### src/core/scrf_pkg.sv
/*
 * Shared constants, field layout and clock-select decoding for the
 * system clock and reset-flag block.
 * Assumes a single 100 MHz reference clock drives every module.
 */
package scrf_pkg;

	// ==========================================================
	// Register map (byte addresses)
	localparam logic [7:0] OFF_SYS_CTRL   = 8'h00; // System control
	localparam logic [7:0] OFF_CLK_MODE   = 8'h04; // Clock mode
	localparam logic [7:0] OFF_CLK_STATUS = 8'h08; // Clock status, read only
	localparam logic [7:0] OFF_IRQ_STATUS = 8'h0c; // Sticky events, write one to clear
	localparam logic [7:0] OFF_IRQ_MASK   = 8'h10; // Interrupt enables

	// ==========================================================
	// Field positions
	localparam int CTRL_IDLE_EN_BIT = 7; // Idle clock enable
	localparam int CTRL_LVR_BIT     = 2; // Low-voltage reset flag
	localparam int CTRL_CSW_BIT     = 1; // Control-register software reset flag
	localparam int CTRL_WSW_BIT     = 0; // Watchdog-register software reset flag
	localparam int MODE_HL_BIT      = 0; // High/low clock select
	localparam int MODE_DIV_LSB     = 5; // Divider select, three bits
	localparam int STAT_HS_RUN_BIT  = 0; // High-speed oscillator running
	localparam int STAT_LOW_SEL_BIT = 1; // System clock on low-speed source
	localparam int IRQ_SWITCH_BIT   = 3; // Switched to low-speed source

	// ==========================================================
	// Reset values
	localparam logic       IDLE_EN_RST = 1'b0;
	localparam logic [2:0] FLAGS_RST   = 3'h0;
	localparam logic       HL_RST      = 1'b1;
	localparam logic [2:0] DIV_RST     = 3'h0;
	localparam logic [3:0] IRQ_RST     = 4'h0;

	// ==========================================================
	// Timing
	localparam int unsigned MCLK_FREQ_KHZ  = 100000; // Reference clock
	localparam int unsigned HS_OSC_KHZ     = 8000;   // High-speed oscillator
	localparam int unsigned LS_OSC_KHZ     = 32;     // Low-speed oscillator
	localparam int unsigned LS_OSC_PERIOD_CYCLES = MCLK_FREQ_KHZ / LS_OSC_KHZ;
	localparam int unsigned HS_OSC_MIN_CYCLES    = MCLK_FREQ_KHZ / HS_OSC_KHZ;
	localparam int          PHASE_W        = 17;     // Holds MCLK_FREQ_KHZ plus a step

	// ==========================================================
	// Clock-select encoding and bus answers
	localparam logic [2:0] DIV_FIRST = 3'h2; // Lower codes pick the low-speed source
	localparam logic [3:0] DIV_TOP   = 4'h8; // Shift is DIV_TOP minus the code
	localparam logic [1:0] RESP_OKAY   = 2'h0;
	localparam logic [1:0] RESP_SLVERR = 2'h2;

	// True when the system clock is taken from the low-speed source
	function automatic logic scrf_low_selected(input logic hl, input logic [2:0] div_sel);
		return !hl && (div_sel < DIV_FIRST);
	endfunction : scrf_low_selected

	// Log2 of the high-speed division for codes 2..7 (64 down to 2)
	function automatic logic [2:0] scrf_div_shift(input logic [2:0] div_sel);
		logic [3:0] diff;
		diff = DIV_TOP - {1'b0, div_sel};
		return diff[2:0];
	endfunction : scrf_div_shift

endpackage : scrf_pkg

### src/core/scrf_sel_if.sv
/*
 * Bundle between the control registers and the clock selector.
 * Assumes both ends run on mclk.
 */
`timescale 1ns/100ps

interface scrf_sel_if;
	logic       high_select;    // Undivided high-frequency clock chosen
	logic [2:0] divider_select; // Division or low-speed choice
	logic       run_gate;       // Low stops the system clock
	logic       sys_tick;       // One-cycle system clock enable

	modport ctrl (output high_select, divider_select, run_gate, input sys_tick);
	modport sel  (input high_select, divider_select, run_gate, output sys_tick);
endinterface : scrf_sel_if

### src/core/scrf_rc_osc.sv
/*
 * Behavioural RC oscillator: emits one-cycle ticks at FREQ_KHZ by a
 * phase accumulator on the reference clock.
 * Assumes FREQ_KHZ is below REF_KHZ and the enable comes from mclk logic.
 */
`timescale 1ns/100ps

module scrf_rc_osc
	import scrf_pkg::*;
#(
	parameter int unsigned FREQ_KHZ = HS_OSC_KHZ,
	parameter int unsigned REF_KHZ  = MCLK_FREQ_KHZ
) (
	input  wire logic mclk,
	input  wire logic reset,
	input  wire logic enable,
	output logic      tick,
	output logic      running
);

	// ==========================================================
	// Phase accumulator
	localparam logic [PHASE_W-1:0] STEP = PHASE_W'(FREQ_KHZ);
	localparam logic [PHASE_W-1:0] WRAP = PHASE_W'(REF_KHZ);

	logic [PHASE_W-1:0] phase; // Fraction of one output period
	logic [PHASE_W-1:0] sum;   // Phase after this cycle's step

	assign sum = phase + STEP;

	// Stopping clears the phase, so a restart begins a whole period
	always_ff @(posedge mclk) begin
		if (reset || !enable) begin
			phase <= '0;
			tick  <= 1'b0;
		end else if (sum >= WRAP) begin
			phase <= sum - WRAP;
			tick  <= 1'b1;
		end else begin
			phase <= sum;
			tick  <= 1'b0;
		end
	end

	// Running follows the enable one cycle later
	always_ff @(posedge mclk) begin
		if (reset) begin
			running <= 1'b0;
		end else begin
			running <= enable;
		end
	end
endmodule : scrf_rc_osc

### src/core/scrf_clk_sel.sv
/*
 * System clock selector: undivided high-frequency clock, its binary
 * divisions by 2..64, or the low-frequency clock; gated in idle mode.
 * Assumes tick inputs are one-cycle enables on mclk.
 */
`timescale 1ns/100ps

module scrf_clk_sel
	import scrf_pkg::*;
#(
	parameter int DIV_W = 6 // Counter width for the deepest division
) (
	input  wire logic mclk,
	input  wire logic reset,
	input  wire logic hf_tick,
	input  wire logic lf_tick,
	scrf_sel_if.sel   bus
);

	// ==========================================================
	// High-frequency divider
	logic [DIV_W-1:0] div_cnt;  // Counts high-frequency ticks
	logic [DIV_W:0]   div_full; // 2^shift before trimming
	logic [DIV_W-1:0] div_mask; // Low bits that must all be ones
	logic             div_tick; // Divided clock enable
	logic             src_tick; // Chosen source before gating

	// Counter freezes while the fast oscillator is stopped
	always_ff @(posedge mclk) begin
		if (reset) begin
			div_cnt <= '0;
		end else if (hf_tick) begin
			div_cnt <= div_cnt + 1'b1;
		end
	end

	always_comb begin
		div_full = (DIV_W+1)'(1) << scrf_div_shift(bus.divider_select);
		div_mask = DIV_W'(div_full - 1'b1);
		div_tick = hf_tick && (&(div_cnt | ~div_mask));
	end

	// Source choice; the decode is shared with the register block
	always_comb begin
		if (bus.high_select) begin
			src_tick = hf_tick;
		end else if (scrf_low_selected(bus.high_select, bus.divider_select)) begin
			src_tick = lf_tick;
		end else begin
			src_tick = div_tick;
		end
	end

	// Registered output; a switch takes effect on the next tick, no glitch
	always_ff @(posedge mclk) begin
		if (reset) begin
			bus.sys_tick <= 1'b0;
		end else begin
			bus.sys_tick <= src_tick && bus.run_gate;
		end
	end
endmodule : scrf_clk_sel

### src/core/scrf_top.sv
/*
 * System clock and reset-flag control: two internal oscillators, the
 * system clock selector, idle gating, reset-cause flags and an
 * AXI4-Lite register slave with a maskable interrupt.
 * Assumes reset-event and idle inputs come from logic on mclk.
 */
// Added by the designer: register access over AXI4-Lite and the placing of the registers.
// Summary of operation
// - Internal 8 MHz high-speed oscillator
// - Internal 32 kHz low-speed oscillator
// - Low-speed clock feeds watchdog, time base, timer
// - Low-speed oscillator always runs, never disabled
// - Select and divider fields choose system clock
// - High source fast oscillator, low source slow
// - Divisions by two through sixty-four offered
// - Low source selected stops fast oscillator
`timescale 1ns/100ps

module scrf_top
	import scrf_pkg::*;
#(
	parameter int ADDR_W = 8 // Byte address width of the register window
) (
	input  wire logic              mclk,
	input  wire logic              reset,
	// AXI4-Lite slave
	input  wire logic [ADDR_W-1:0] s_axi_awaddr,
	input  wire logic              s_axi_awvalid,
	output logic                   s_axi_awready,
	input  wire logic [31:0]       s_axi_wdata,
	input  wire logic [3:0]        s_axi_wstrb,
	input  wire logic              s_axi_wvalid,
	output logic                   s_axi_wready,
	output logic [1:0]             s_axi_bresp,
	output logic                   s_axi_bvalid,
	input  wire logic              s_axi_bready,
	input  wire logic [ADDR_W-1:0] s_axi_araddr,
	input  wire logic              s_axi_arvalid,
	output logic                   s_axi_arready,
	output logic [31:0]            s_axi_rdata,
	output logic [1:0]             s_axi_rresp,
	output logic                   s_axi_rvalid,
	input  wire logic              s_axi_rready,
	// Events and mode from the core
	input  wire logic              low_voltage_reset_event,
	input  wire logic              ctrl_reg_sw_reset_event,
	input  wire logic              wdt_reg_sw_reset_event,
	input  wire logic              idle_mode,
	// Clock enables and status
	output logic                   sys_clk_tick,
	output logic                   hf_clk_tick,
	output logic                   wdt_clk_tick,
	output logic                   timebase_clk_tick,
	output logic                   timer_clk_tick,
	output logic                   high_osc_running,
	output logic                   irq
);

	// ==========================================================
	// Registers and internal signals
	logic              idle_clock_enable;      // Keep clock running in idle
	logic [2:0]        reset_flags;            // lvr, control sw, watchdog sw
	logic              high_low_clock_select;  // High selects undivided source
	logic [2:0]        clock_divider_select;   // Division or low-speed code
	logic [3:0]        irq_status;             // Sticky events
	logic [3:0]        irq_mask;               // Interrupt enables
	logic              low_sel;                // Low-speed source chosen now
	logic              low_sel_q;              // Previous low_sel
	logic              hs_tick;                // High-speed oscillator tick
	logic              ls_tick;                // Low-speed oscillator tick
	logic              hs_run;                 // High-speed oscillator running
	logic [ADDR_W-1:0] wr_addr;                // Captured write address
	logic [31:0]       wr_data;                // Captured write data
	logic [3:0]        wr_strb;                // Captured byte strobes
	logic              do_write;               // Both halves held, answer free
	logic              wr_ctrl;                // Byte 0 write to system control
	logic              wr_mode;                // Byte 0 write to clock mode
	logic              wr_irq_stat;            // Byte 0 write to event status
	logic              wr_irq_mask;            // Byte 0 write to mask
	logic              wr_hit;                 // Write address is mapped
	logic [2:0]        reset_events;           // Flag events in flag order
	logic [3:0]        irq_events;             // Interrupt events
	logic [31:0]       rd_word;                // Read mux output
	logic              rd_hit;                 // Read address is mapped

	scrf_sel_if sel_bus ();

	// ==========================================================
	// Oscillators
	// Fast oscillator runs only while a high-frequency choice is active
	assign low_sel = scrf_low_selected(high_low_clock_select, clock_divider_select);

	scrf_rc_osc #(
		.FREQ_KHZ (HS_OSC_KHZ),
		.REF_KHZ  (MCLK_FREQ_KHZ)
	) u_hs_osc (
		.mclk    (mclk),
		.reset   (reset),
		.enable  (!low_sel),
		.tick    (hs_tick),
		.running (hs_run)
	);

	// No register reaches this enable: the slow oscillator cannot stop
	scrf_rc_osc #(
		.FREQ_KHZ (LS_OSC_KHZ),
		.REF_KHZ  (MCLK_FREQ_KHZ)
	) u_ls_osc (
		.mclk    (mclk),
		.reset   (reset),
		.enable  (1'b1),
		.tick    (ls_tick),
		.running ()
	);

	// ==========================================================
	// System clock selector
	assign sel_bus.high_select    = high_low_clock_select;
	assign sel_bus.divider_select = clock_divider_select;
	assign sel_bus.run_gate       = !idle_mode || idle_clock_enable;

	scrf_clk_sel #(
		.DIV_W (6)
	) u_clk_sel (
		.mclk    (mclk),
		.reset   (reset),
		.hf_tick (hs_tick),
		.lf_tick (ls_tick),
		.bus     (sel_bus.sel)
	);

	// Outputs come straight from oscillator and selector flops
	assign sys_clk_tick      = sel_bus.sys_tick;
	assign hf_clk_tick       = hs_tick;
	assign wdt_clk_tick      = ls_tick;
	assign timebase_clk_tick = ls_tick;
	assign timer_clk_tick    = ls_tick;
	assign high_osc_running  = hs_run;

	// ==========================================================
	// AXI4-Lite write channel
	// Address and data are taken in either order; ready drops while held
	assign do_write = !s_axi_awready && !s_axi_wready && !s_axi_bvalid;
	assign wr_ctrl     = do_write && wr_strb[0] && wr_addr == OFF_SYS_CTRL;
	assign wr_mode     = do_write && wr_strb[0] && wr_addr == OFF_CLK_MODE;
	assign wr_irq_stat = do_write && wr_strb[0] && wr_addr == OFF_IRQ_STATUS;
	assign wr_irq_mask = do_write && wr_strb[0] && wr_addr == OFF_IRQ_MASK;
	assign wr_hit = wr_addr == OFF_SYS_CTRL || wr_addr == OFF_CLK_MODE ||
		wr_addr == OFF_CLK_STATUS || wr_addr == OFF_IRQ_STATUS || wr_addr == OFF_IRQ_MASK;

	// Address half
	always_ff @(posedge mclk) begin
		if (reset) begin
			s_axi_awready <= 1'b1;
			wr_addr       <= '0;
		end else if (s_axi_awvalid && s_axi_awready) begin
			s_axi_awready <= 1'b0;
			wr_addr       <= s_axi_awaddr;
		end else if (s_axi_bvalid && s_axi_bready) begin
			s_axi_awready <= 1'b1;
		end
	end

	// Data half
	always_ff @(posedge mclk) begin
		if (reset) begin
			s_axi_wready <= 1'b1;
			wr_data      <= '0;
			wr_strb      <= '0;
		end else if (s_axi_wvalid && s_axi_wready) begin
			s_axi_wready <= 1'b0;
			wr_data      <= s_axi_wdata;
			wr_strb      <= s_axi_wstrb;
		end else if (s_axi_bvalid && s_axi_bready) begin
			s_axi_wready <= 1'b1;
		end
	end

	// Response one cycle after both halves are held
	always_ff @(posedge mclk) begin
		if (reset) begin
			s_axi_bvalid <= 1'b0;
			s_axi_bresp  <= RESP_OKAY;
		end else if (do_write) begin
			s_axi_bvalid <= 1'b1;
			s_axi_bresp  <= wr_hit ? RESP_OKAY : RESP_SLVERR;
		end else if (s_axi_bready) begin
			s_axi_bvalid <= 1'b0;
		end
	end

	// ==========================================================
	// Control registers
	// Idle enable starts cleared so idle stops the clock by default
	always_ff @(posedge mclk) begin
		if (reset) begin
			idle_clock_enable <= IDLE_EN_RST;
		end else if (wr_ctrl) begin
			idle_clock_enable <= wr_data[CTRL_IDLE_EN_BIT];
		end
	end

	// Flags set by hardware, cleared only by a written zero; set wins
	assign reset_events = {low_voltage_reset_event, ctrl_reg_sw_reset_event,
		wdt_reg_sw_reset_event};

	always_ff @(posedge mclk) begin
		if (reset) begin
			reset_flags <= FLAGS_RST;
		end else if (wr_ctrl) begin
			reset_flags <= (reset_flags & wr_data[CTRL_LVR_BIT:CTRL_WSW_BIT])
				| reset_events;
		end else begin
			reset_flags <= reset_flags | reset_events;
		end
	end

	// Clock mode may change at any time during operation
	always_ff @(posedge mclk) begin
		if (reset) begin
			high_low_clock_select <= HL_RST;
			clock_divider_select  <= DIV_RST;
		end else if (wr_mode) begin
			high_low_clock_select <= wr_data[MODE_HL_BIT];
			clock_divider_select  <= wr_data[MODE_DIV_LSB +: 3];
		end
	end

	// ==========================================================
	// Interrupts
	always_ff @(posedge mclk) begin
		if (reset) begin
			low_sel_q <= 1'b0;
		end else begin
			low_sel_q <= low_sel;
		end
	end

	assign irq_events = {low_sel && !low_sel_q, reset_events};

	// Write one clears; a same-cycle event keeps its bit
	always_ff @(posedge mclk) begin
		if (reset) begin
			irq_status <= IRQ_RST;
		end else if (wr_irq_stat) begin
			irq_status <= (irq_status & ~wr_data[3:0]) | irq_events;
		end else begin
			irq_status <= irq_status | irq_events;
		end
	end

	always_ff @(posedge mclk) begin
		if (reset) begin
			irq_mask <= IRQ_RST;
		end else if (wr_irq_mask) begin
			irq_mask <= wr_data[3:0];
		end
	end

	always_ff @(posedge mclk) begin
		if (reset) begin
			irq <= 1'b0;
		end else begin
			irq <= |(irq_status & irq_mask);
		end
	end

	// ==========================================================
	// AXI4-Lite read channel
	always_comb begin
		rd_word = '0;
		rd_hit  = 1'b1;
		case (s_axi_araddr)
			OFF_SYS_CTRL: begin
				rd_word[CTRL_IDLE_EN_BIT]           = idle_clock_enable;
				rd_word[CTRL_LVR_BIT:CTRL_WSW_BIT]  = reset_flags;
			end
			OFF_CLK_MODE: begin
				rd_word[MODE_HL_BIT]        = high_low_clock_select;
				rd_word[MODE_DIV_LSB +: 3]  = clock_divider_select;
			end
			OFF_CLK_STATUS: begin
				rd_word[STAT_HS_RUN_BIT]  = hs_run;
				rd_word[STAT_LOW_SEL_BIT] = low_sel;
			end
			OFF_IRQ_STATUS: rd_word[3:0] = irq_status;
			OFF_IRQ_MASK:   rd_word[3:0] = irq_mask;
			default:        rd_hit = 1'b0; // Unmapped: zero data, error answer
		endcase
	end

	// Data registered on the address handshake, held until taken
	always_ff @(posedge mclk) begin
		if (reset) begin
			s_axi_arready <= 1'b1;
			s_axi_rvalid  <= 1'b0;
			s_axi_rdata   <= '0;
			s_axi_rresp   <= RESP_OKAY;
		end else if (s_axi_arvalid && s_axi_arready) begin
			s_axi_arready <= 1'b0;
			s_axi_rvalid  <= 1'b1;
			s_axi_rdata   <= rd_word;
			s_axi_rresp   <= rd_hit ? RESP_OKAY : RESP_SLVERR;
		end else if (s_axi_rvalid && s_axi_rready) begin
			s_axi_arready <= 1'b1;
			s_axi_rvalid  <= 1'b0;
		end
	end

	logic [12:0] ls_gap; // Cycles since the last slow tick
	logic        ls_arm; // Low for the first cycle after reset

	// The phase restarts at reset one cycle ahead of a tick, so skip that cycle
	always_ff @(posedge mclk) begin
		if (reset) begin
			ls_gap <= '0;
			ls_arm <= 1'b0;
		end else begin
			ls_arm <= 1'b1;
			if (ls_tick || !ls_arm) begin
				ls_gap <= '0;
			end else if (ls_gap != '1) begin
				ls_gap <= ls_gap + 1'b1;
			end
		end
	end
endmodule : scrf_top

### config.mk
export PLATFORM = sky130hd
export DESIGN_NAME = scrf_top
export DESIGN_NICKNAME = d
export VERILOG_FILES = /design/src/core/scrf_pkg.sv /design/src/core/scrf_sel_if.sv /design/src/core/scrf_rc_osc.sv /design/src/core/scrf_clk_sel.sv /design/src/core/scrf_top.sv
export SDC_FILE = /design/constraint.sdc
export NUM_CORES = 1
export LEC_CHECK = 0
export BUFFER_PORTS_ARGS = -buffer_cell sky130_fd_sc_hd__clkbuf_2
export CELL_PAD_IN_SITES_DETAIL_PLACEMENT = 0
export CELL_PAD_IN_SITES_GLOBAL_PLACEMENT = 2
export CORE_MARGIN = 1.5
export CORE_UTILIZATION = 28
export DETAILED_ROUTE_END_ITERATION = 16
export PLACE_DENSITY_LB_ADDON = 0.3
export SKIP_LAST_GASP = 1
export SLEW_MARGIN = 5
export SYNTH_ARGS = -nofsm -noshare
export SYNTH_HDL_FRONTEND = slang
export SYNTH_SLANG_ARGS = --single-unit
export TNS_END_PERCENT = 20
### constraint.sdc
create_clock -name mclk -period 2.45 [get_ports mclk]
set_input_delay 0.1225 -clock mclk [delete_from_list [all_inputs] [get_ports mclk]]
set_output_delay 0.1225 -clock mclk [all_outputs]
set_load 0.005 [all_outputs]
# Word-level counts from Yosys, hierarchy flattened
# Cells that the tools add are included.
[classes]
add_sub_neg = 7
bitwise = 10
n_lt_le_gt_ge = 3
eq_ne = 8
n_reduce_logical = 38
div = 0
shifts = 1
n_mul = 0
n_mux = 26
[ops]
columns = ["op", "n"]
rows = [
  ["$ge 17x17->1 const B", 2],
  ["$mux 17", 2],
  ["$sub 17x17->17 const B", 2],
  ["$eq 8x4->1 const B", 4],
  ["$add 17x13->17 const B", 1],
  ["$add 17x6->17 const B", 1],
  ["$eq 8x3->1 const B", 2],
  ["$eq 8x5->1 const B", 2],
  ["$logic_and 1x1->1", 16],
  ["$logic_not 8->1", 2],
  ["$mux 1", 14],
  ["$and 4x4->4", 2],
  ["$or 4x4->4", 2],
  ["$reduce_bool 2->1", 4],
  ["$logic_not 1->1", 7],
  ["$add 6x1->6 const B", 1],
  ["$logic_or 1x1->1", 6],
  ["$mux 2", 3],
  ["$not 6->6", 1],
  ["$or 3x3->3", 2],
  ["$or 6x6->6", 1],
  ["$reduce_and 6->1", 1],
  ["$shl 1x3->6 const A", 1],
  ["$sub 6x1->6 const B", 1],
  ["other kinds (12)", 13],
]
[word_totals]
memories = 0
regBits = 95
ramBits = 0
out_inout_bits = 48
mem_bits_ro = 0
latchBits = 0
wordCells = 119
inputBits = 63

# Longest topological paths before layout
[depth]
ltp_word = 10
ltp_mapped = 10
mapped_depth_nobuf = 9

# By module
# A second synthesis with hierarchy kept.
[unflattened]
hier_cells = 567
hier_area_um2 = 4773.3
[modules_own_cells]
columns = ["module", "instances", "cells_per_inst", "area_each_um2"]
rows = [
  ["scrf_top", 1, 261, 2187.1],
  ["scrf_rc_osc at u_ls_osc", 1, 133, 1144.8],
  ["scrf_rc_osc at u_hs_osc", 1, 124, 1027.2],
  ["scrf_clk_sel", 1, 49, 414.1],
]

# Worst setup path before layout
# Ideal clock, no wire load.
[synth_timing]
kind = "reg-to-reg"
start = "register u_ls_osc.phase[5]"
end = "register u_ls_osc.phase[13]"
setup_ns = 0.123
t_required_ns = 2.327
t_arrival_ns = 2.268
period_less_slack_ns = 2.391
slack_ns = 0.059
stages_incl_launch_ff = 10
cell_sequence = "dfxtp_1 -> ha_1 -> buf_4 -> nand2_2 -> or4b_1 -> a32o_1 -> and4b_4 -> nor2_4 -> nand4_1 -> mux2_1"
[synth_between]
elab_chain_cells = 3
[synth_lines]
columns = ["element", "line_no", "rtl"]
rows = [
  ["start: declaration", "scrf_rc_osc.sv:26", "logic [PHASE_W-1:0] phase;"],
  ["start signal: assignment", "scrf_rc_osc.sv:37", "phase <= sum - WRAP;"],
  ["start signal: assignment", "scrf_rc_osc.sv:40", "phase <= sum;"],
  ["$add 17x6->17 (*)", "scrf_rc_osc.sv:29", "assign sum = phase + STEP;"],
  ["$sub 17x17->17 / $ge 17x17->1 (equally long branches)", "scrf_rc_osc.sv:37, scrf_rc_osc.sv:36", ""],
  ["$mux 17 (*)", "scrf_rc_osc.sv:36", "end else if (sum >= WRAP) begin"],
]
# Every way passes the cells marked *; elsewhere a longest branch is shown, timed or not.
# A chain may end at the register's enable or synchronous reset.

# Worst setup path in the final report
[layout_timing]
start = "register u_hs_osc.phase[6]"
end = "register u_hs_osc.phase[10]"
[layout_between]
elab_chain_cells = 3
[layout_lines]
columns = ["element", "line_no"]
rows = [
  ["start: declaration", "scrf_rc_osc.sv:26"],
  ["start signal: assignment", "scrf_rc_osc.sv:37"],
  ["start signal: assignment", "scrf_rc_osc.sv:40"],
  ["$add 17x13->17 (*)", "scrf_rc_osc.sv:29"],
  ["$sub 17x17->17 / $ge 17x17->1 (equally long branches)", "scrf_rc_osc.sv:37, scrf_rc_osc.sv:36"],
  ["$mux 17 (*)", "scrf_rc_osc.sv:36"],
]
# Marked as above.

==> tab_implementation.tex <==
\begin{tabular}{lr}
\hline
Metric & Value \\
\hline
\multicolumn{2}{l}{\textbf{Final layout}} \\
Final core utilization & 0.346 \\
Nets@finish & around 750 \\
Fill cell count & about 1.7k \\
Final std cell area, no fill & between 0.005 and 0.006 mm² \\
Final antenna diode count & 0 \\
Layout area overhead & 20.3\% \\
Fraction of final layout cells sized beyond drive strength 1 & 0.215 \\
\multicolumn{2}{l}{\textbf{Yosys}} \\
Proportion of register bits with asynchronous set or reset after synthesis & 0 \\
Adder and majority gate portion of the synthesized area & 0.0340 \\
Synthesized-area fraction occupied by ao, oa, aoi and oai cells & 0.184 \\
Number of distinct standard cells referenced by the synthesized netlist & between 60 and 70 \\
Mapped Area & between 0.004 and 0.005 mm² \\
Part of the Yosys area used for sequential elements & 0.344 \\
Number of enable-type register cells in the synthesized netlist & 0 \\
Gate count after technology mapping & 592 \\
Proportion of netlist area held by the largest area contributor & 0.344 \\
Mux contribution to synthesized area & 0.0322 \\
Largest family of logic cells by synthesized area & simple AND/OR/NAND/NOR gates \\
Yosys warning count & 0 \\
Synthesis-stage register bit count & just over 80 \\
Top FF cell, synth & sky130\_fd\_sc\_hd\_\_dfxtp\_1 \\
Cell taking the most area after synthesis & sky130\_fd\_sc\_hd\_\_dfxtp\_1 \\
Ranking of synthesized cells by area & sky130\_fd\_sc\_hd\_\_dfxtp\_1 (34\%), sky130\_fd\_sc\_hd\_\_a21oi\_1 (5.9\%), sky130\_fd\_sc\_hd\_\_nand2\_1 (4.9\%), sky130\_fd\_sc\_hd\_\_buf\_4 (4.7\%), sky130\_fd\_sc\_hd\_\_nor2\_1 (4.0\%) \\
Xor and xnor area share after synthesis & 0.0584 \\
Synthesized area per cell & 8.07 µm² \\
Post-synthesis share of cell area spent on and, or, nand and nor gates & 0.255 \\
\multicolumn{2}{l}{\textbf{Clock tree}} \\
Worst-Skew Late Latency & about 0.34 ns \\
H-Tree Depth & 3 \\
Maximum clock insertion buffer count & 2 \\
Clock tree from TritonCTS & built \\
CTS clock-pin slew for the worst setup and hold paths & approximately 0.07 ns \\
Number of buffers created by CTS & 9 \\
Root buffer selected by CTS & sky130\_fd\_sc\_hd\_\_clkbuf\_16 \\
Number of clock sinks & slightly above 80 \\
\multicolumn{2}{l}{\textbf{STA}} \\
Unrepaired setup endpoints after global routing & true \\
Hold Worst Slack & 0.0149 ns \\
Final-report setup violation count & 0 \\
Actual transition at the worst max-transition pin & 0.676 ns \\
Part of the cycle the worst path needs & 0.956 \\
Least setup slack across all paths after layout & about 0.11 ns \\
Setup Skew & 0.00839 ns \\
Min Tclk post-route & 2.34 ns \\
Max\_slew headroom & 0.550 \\
Upper clock frequency limit & 427 MHz \\
Final slew viol count & 0 \\
Final-report hold violation count & 0 \\
\multicolumn{2}{l}{\textbf{Outcome}} \\
Status & complete, no violations \\
\multicolumn{2}{l}{\textbf{Worst hold path}} \\
Worst hold endpoint & wr\_addr[6]\$\_SDFFE\_PP0P\_ \\
Worst Hold Path Cells & 3 \\
Worst hold path class & input pin to flip-flop \\
Critical hold path startpoint & s\_axi\_awaddr[6] \\
\multicolumn{2}{l}{\textbf{GRT}} \\
Global-route wire length before repair & roughly 21 mm \\
Initial antenna violation count & 0 \\
GRT Resource Usage Total & 0.145 \\
Via count of the first global-routing pass & slightly above 4k \\
Remaining global-route overflow & 0 \\
Largest net degree at the start of global routing & between 60 and 70 \\
\multicolumn{2}{l}{\textbf{Die}} \\
Total die area & 0.0179 mm² \\
Number of core rows & between 40 and 50 \\
Floorplan die height & roughly 130 µm \\
Width of the chip & roughly 130 µm \\
Boundary pin count & 111 \\
Initial Util & 0.287 \\
Area inside the core boundary & between 0.015 and 0.02 mm² \\
\multicolumn{2}{l}{\textbf{Worst setup path}} \\
Largest driver fanout on the critical path & 8 \\
Cell family contributing the most delay on the critical path & compound AO/OA/AOI/OAI gates \\
WP data required & $\sim$2.7 ns \\
Reg2Reg Capture Point & u\_hs\_osc.phase[10]\$\_SDFF\_PP0\_ \\
Number of buffer and inverter instances along the worst setup path & 3 \\
CP max stage delay & approximately 0.33 ns \\
Number of cells on the worst reg-to-reg path & 11 \\
Arrival time of data at the critical path endpoint & 2.61 ns \\
Start of the worst register-to-register path & u\_hs\_osc.phase[6]\$\_SDFF\_PP0\_ \\
Cells along the critical path & buf\_4 -> ha\_1 -> nor2b\_1 -> o21ai\_1 -> a21oi\_1 -> o311ai\_2 -> buf\_4 -> nand2\_2 -> buf\_4 -> o31a\_1 -> nor3\_2 \\
Type of the setup path with the least slack & flip-flop to flip-flop \\
Critical path capture point type & flip-flop \\
Reg2reg setup slack & between 0.1 and 0.15 ns \\
Sort of element at the start of the critical path & flip-flop \\
Cell repeated most along the worst path & sky130\_fd\_sc\_hd\_\_buf\_4 \\
Slowest cell on crit path & sky130\_fd\_sc\_hd\_\_dfxtp\_1 \\
\multicolumn{2}{l}{\textbf{Pwr}} \\
P\_leak & between 2 and 2.5 nW \\
Sequential group share of total power & 0.426 \\
Power Internal & roughly 0.0025 W \\
Switching component of the power & $\sim$0.0011 W \\
Combinational share of power & 0.210 \\
Part of the power in the clock network & 0.363 \\
Power consumption & 0.00361 W \\
Worst supply voltage drop on vdd & $\sim$0.00039 V \\
Pwr Density & around 630 mW/mm² \\
Fraction of power spent switching nets & 0.297 \\
\multicolumn{2}{l}{\textbf{Placed design}} \\
DP Worst Slack & 0.0278 ns \\
Placed wire-length estimate after detailed placement & 9.35 mm \\
Number of port buffers & 55 \\
Total cell area at the placement stage & between 0.005 and 0.006 mm² \\
Weighted congestion at the end of routability-driven global placement & around 0.84 \\
\multicolumn{2}{l}{\textbf{Drt}} \\
Detail Route Antenna Nets & 0 \\
Via-per-instance ratio & about 4.8 \\
Number of detailed-route iterations in the first pass & 5 \\
Final wirelength & approximately 12 mm \\
Number of vias in the routed layout & around 4.3k \\
Post-route DRC violation count & 0 \\
Routed wire per std cell & around 14 µm \\
Number of DRC markers after the initial detailed-route iteration & 244 \\
\multicolumn{2}{l}{\textbf{Job}} \\
MaxCap Viol Count & 0 \\
\hline
\end{tabular}
-- state kept, by name, indices dropped and copies added, names as in the netlist, 3 cells and up --
signal,cells
wr_data,7
irq_status,4
s_axi_rdata,7
clock_divider_select,3
u_clk_sel.div_cnt,6
u_ls_osc.phase,12
u_hs_osc.phase,12
wr_addr,8
irq_mask,4
reset_flags,3
-- Yosys cell counts, types with 5 or more instances --
library cell and instances:
sky130_fd_sc_hd__dfxtp_1 82, sky130_fd_sc_hd__ha_1 13, sky130_fd_sc_hd__a21o_1 6, sky130_fd_sc_hd__or3_1 6
sky130_fd_sc_hd__o22ai_1 5, sky130_fd_sc_hd__nand3b_1 6, sky130_fd_sc_hd__nand4_1 12, sky130_fd_sc_hd__nand2_1 62
sky130_fd_sc_hd__nand2b_1 7, sky130_fd_sc_hd__o21ai_1 5, sky130_fd_sc_hd__a22oi_1 6, sky130_fd_sc_hd__and2_1 6
sky130_fd_sc_hd__inv_1 17, sky130_fd_sc_hd__o21ai_0 15, sky130_fd_sc_hd__nand3_1 30, sky130_fd_sc_hd__buf_4 30
sky130_fd_sc_hd__xnor2_1 17, sky130_fd_sc_hd__a21oi_1 56, sky130_fd_sc_hd__mux2i_1 12, sky130_fd_sc_hd__xor2_1 13
sky130_fd_sc_hd__nor3_1 18, sky130_fd_sc_hd__buf_2 9, sky130_fd_sc_hd__a31oi_1 6, sky130_fd_sc_hd__nor2_1 51
sky130_fd_sc_hd__nor2b_1 7, sky130_fd_sc_hd__clkbuf_1 18
-- through the flow --
step                      std cells  setup TNS (ns)
after floorplan                 618               0
after global routing            900         -0.0512
after global placement          882               0
after CTS                       899               0
final                           900               0
after detailed placement        882               0
-- per-layer routing --
layer  part of all wire  up-vias  wire length, µm  GRT usage
met3              0.041       12              508     0.0278
met5                  0        -                0          0
li1                   -     2215                -          -
met1               0.50     1970             6170      0.199
met2               0.44       95             5480      0.225
met4              0.015        0              184     0.0531
-- how the worst max path moves through the flow --
stage	start	to	cells after the start
finish	u_hs_osc.phase[6]$_SDFF_PP0_	u_hs_osc.phase[10]$_SDFF_PP0_	11
global route	u_hs_osc.phase[6]$_SDFF_PP0_	u_hs_osc.phase[10]$_SDFF_PP0_	11
CTS	u_hs_osc.phase[7]$_SDFF_PP0_	u_hs_osc.phase[14]$_SDFF_PP0_	10
detailed placement	u_hs_osc.phase[6]$_SDFF_PP0_	u_hs_osc.phase[10]$_SDFF_PP0_	10
global placement	u_hs_osc.phase[6]$_SDFF_PP0_	u_hs_osc.phase[10]$_SDFF_PP0_	10
floorplan	u_ls_osc.phase[5]$_SDFFE_PP0P_	u_ls_osc.phase[13]$_SDFF_PP0_	9
-- cells in the final DEF (no fill, tap or decap), types with 5 or more instances in the layout --
cell type                   netlist  final
sky130_fd_sc_hd__a21o_1           6      6
sky130_fd_sc_hd__a21oi_1         56     56
sky130_fd_sc_hd__a22oi_1          6      6
sky130_fd_sc_hd__a31oi_1          6      6
sky130_fd_sc_hd__and2_1           6      6
sky130_fd_sc_hd__buf_4           30     51
sky130_fd_sc_hd__clkbuf_16        0      9
sky130_fd_sc_hd__clkbuf_2         0     55
sky130_fd_sc_hd__conb_1           1     27
sky130_fd_sc_hd__dfxtp_1         82     81
sky130_fd_sc_hd__ha_1            13     10
sky130_fd_sc_hd__inv_1           17     17
sky130_fd_sc_hd__mux2i_1         12     12
sky130_fd_sc_hd__nand2_1         62     60
sky130_fd_sc_hd__nand2b_1         7      7
sky130_fd_sc_hd__nand3_1         30     30
sky130_fd_sc_hd__nand3b_1         6      6
sky130_fd_sc_hd__nand4_1         12     12
sky130_fd_sc_hd__nor2_1          51     51
sky130_fd_sc_hd__nor2b_1          7      7
sky130_fd_sc_hd__nor3_1          18     16
sky130_fd_sc_hd__o21ai_0         15     13
sky130_fd_sc_hd__o21ai_1          5      7
sky130_fd_sc_hd__o22ai_1          5      5
sky130_fd_sc_hd__or3_1            6      6
sky130_fd_sc_hd__xnor2_1         17     17
sky130_fd_sc_hd__xor2_1          13     13
-- area by class of cell --
| type | count | area, µm² | share of cell area |
|---|---|---|---|
| repair buffers | 107 | 668 | 0.116 |
| inverters | 17 | 63.8 | 0.0111 |
| multi-input cells | 458 | 2820 | 0.490 |
| clock buffers | 13 | 260 | 0.0453 |
| flip-flops and latches | 82 | 1640 | 0.286 |
| clock inverters | 3 | 22.5 | 0.00392 |
| well taps | 220 | 275 | 0.0479 |
-- power by group through the flow --
stage	logic, W	registers (W)	clock network [W]
finish	0.000759	0.00154	0.00131
CTS	0.000750	0.00153	0.00136
detailed placement	0.000744	0.00157	0
global placement	0.000739	0.00156	0
global route	0.000848	0.00156	0.00142
floorplan	0.000556	0.00151	0
-- tightest hold or removal path, stage by stage --
cell	delay, ns
sky130_fd_sc_hd__clkbuf_2	0.08
sky130_fd_sc_hd__nand3_1	0.06
sky130_fd_sc_hd__a21oi_1	0.05
-- logic make-up after synthesis --
family / count (synthesis)
buffers and inverters: 78
and+or+nand+nor: 235
AOI/OAI and AO/OA: 137
adders and majority gates: 13
DFF: 82
xor gates and xnor gates: 31
other: 1
muxes: 15
-- repair_timing --
action / 4_1_cts / 5_1_grt
setup endpoints to repair: 1 / 11
resized for setup: 1 / 9
pin swaps: 0 / 1
hold endpoints to repair: 1 / 0
hold buffers: 1 / 0
buffers inserted: 0 / 1
cloned: 0 / 0
Note: power is estimated with default switching activity, not from simulation.
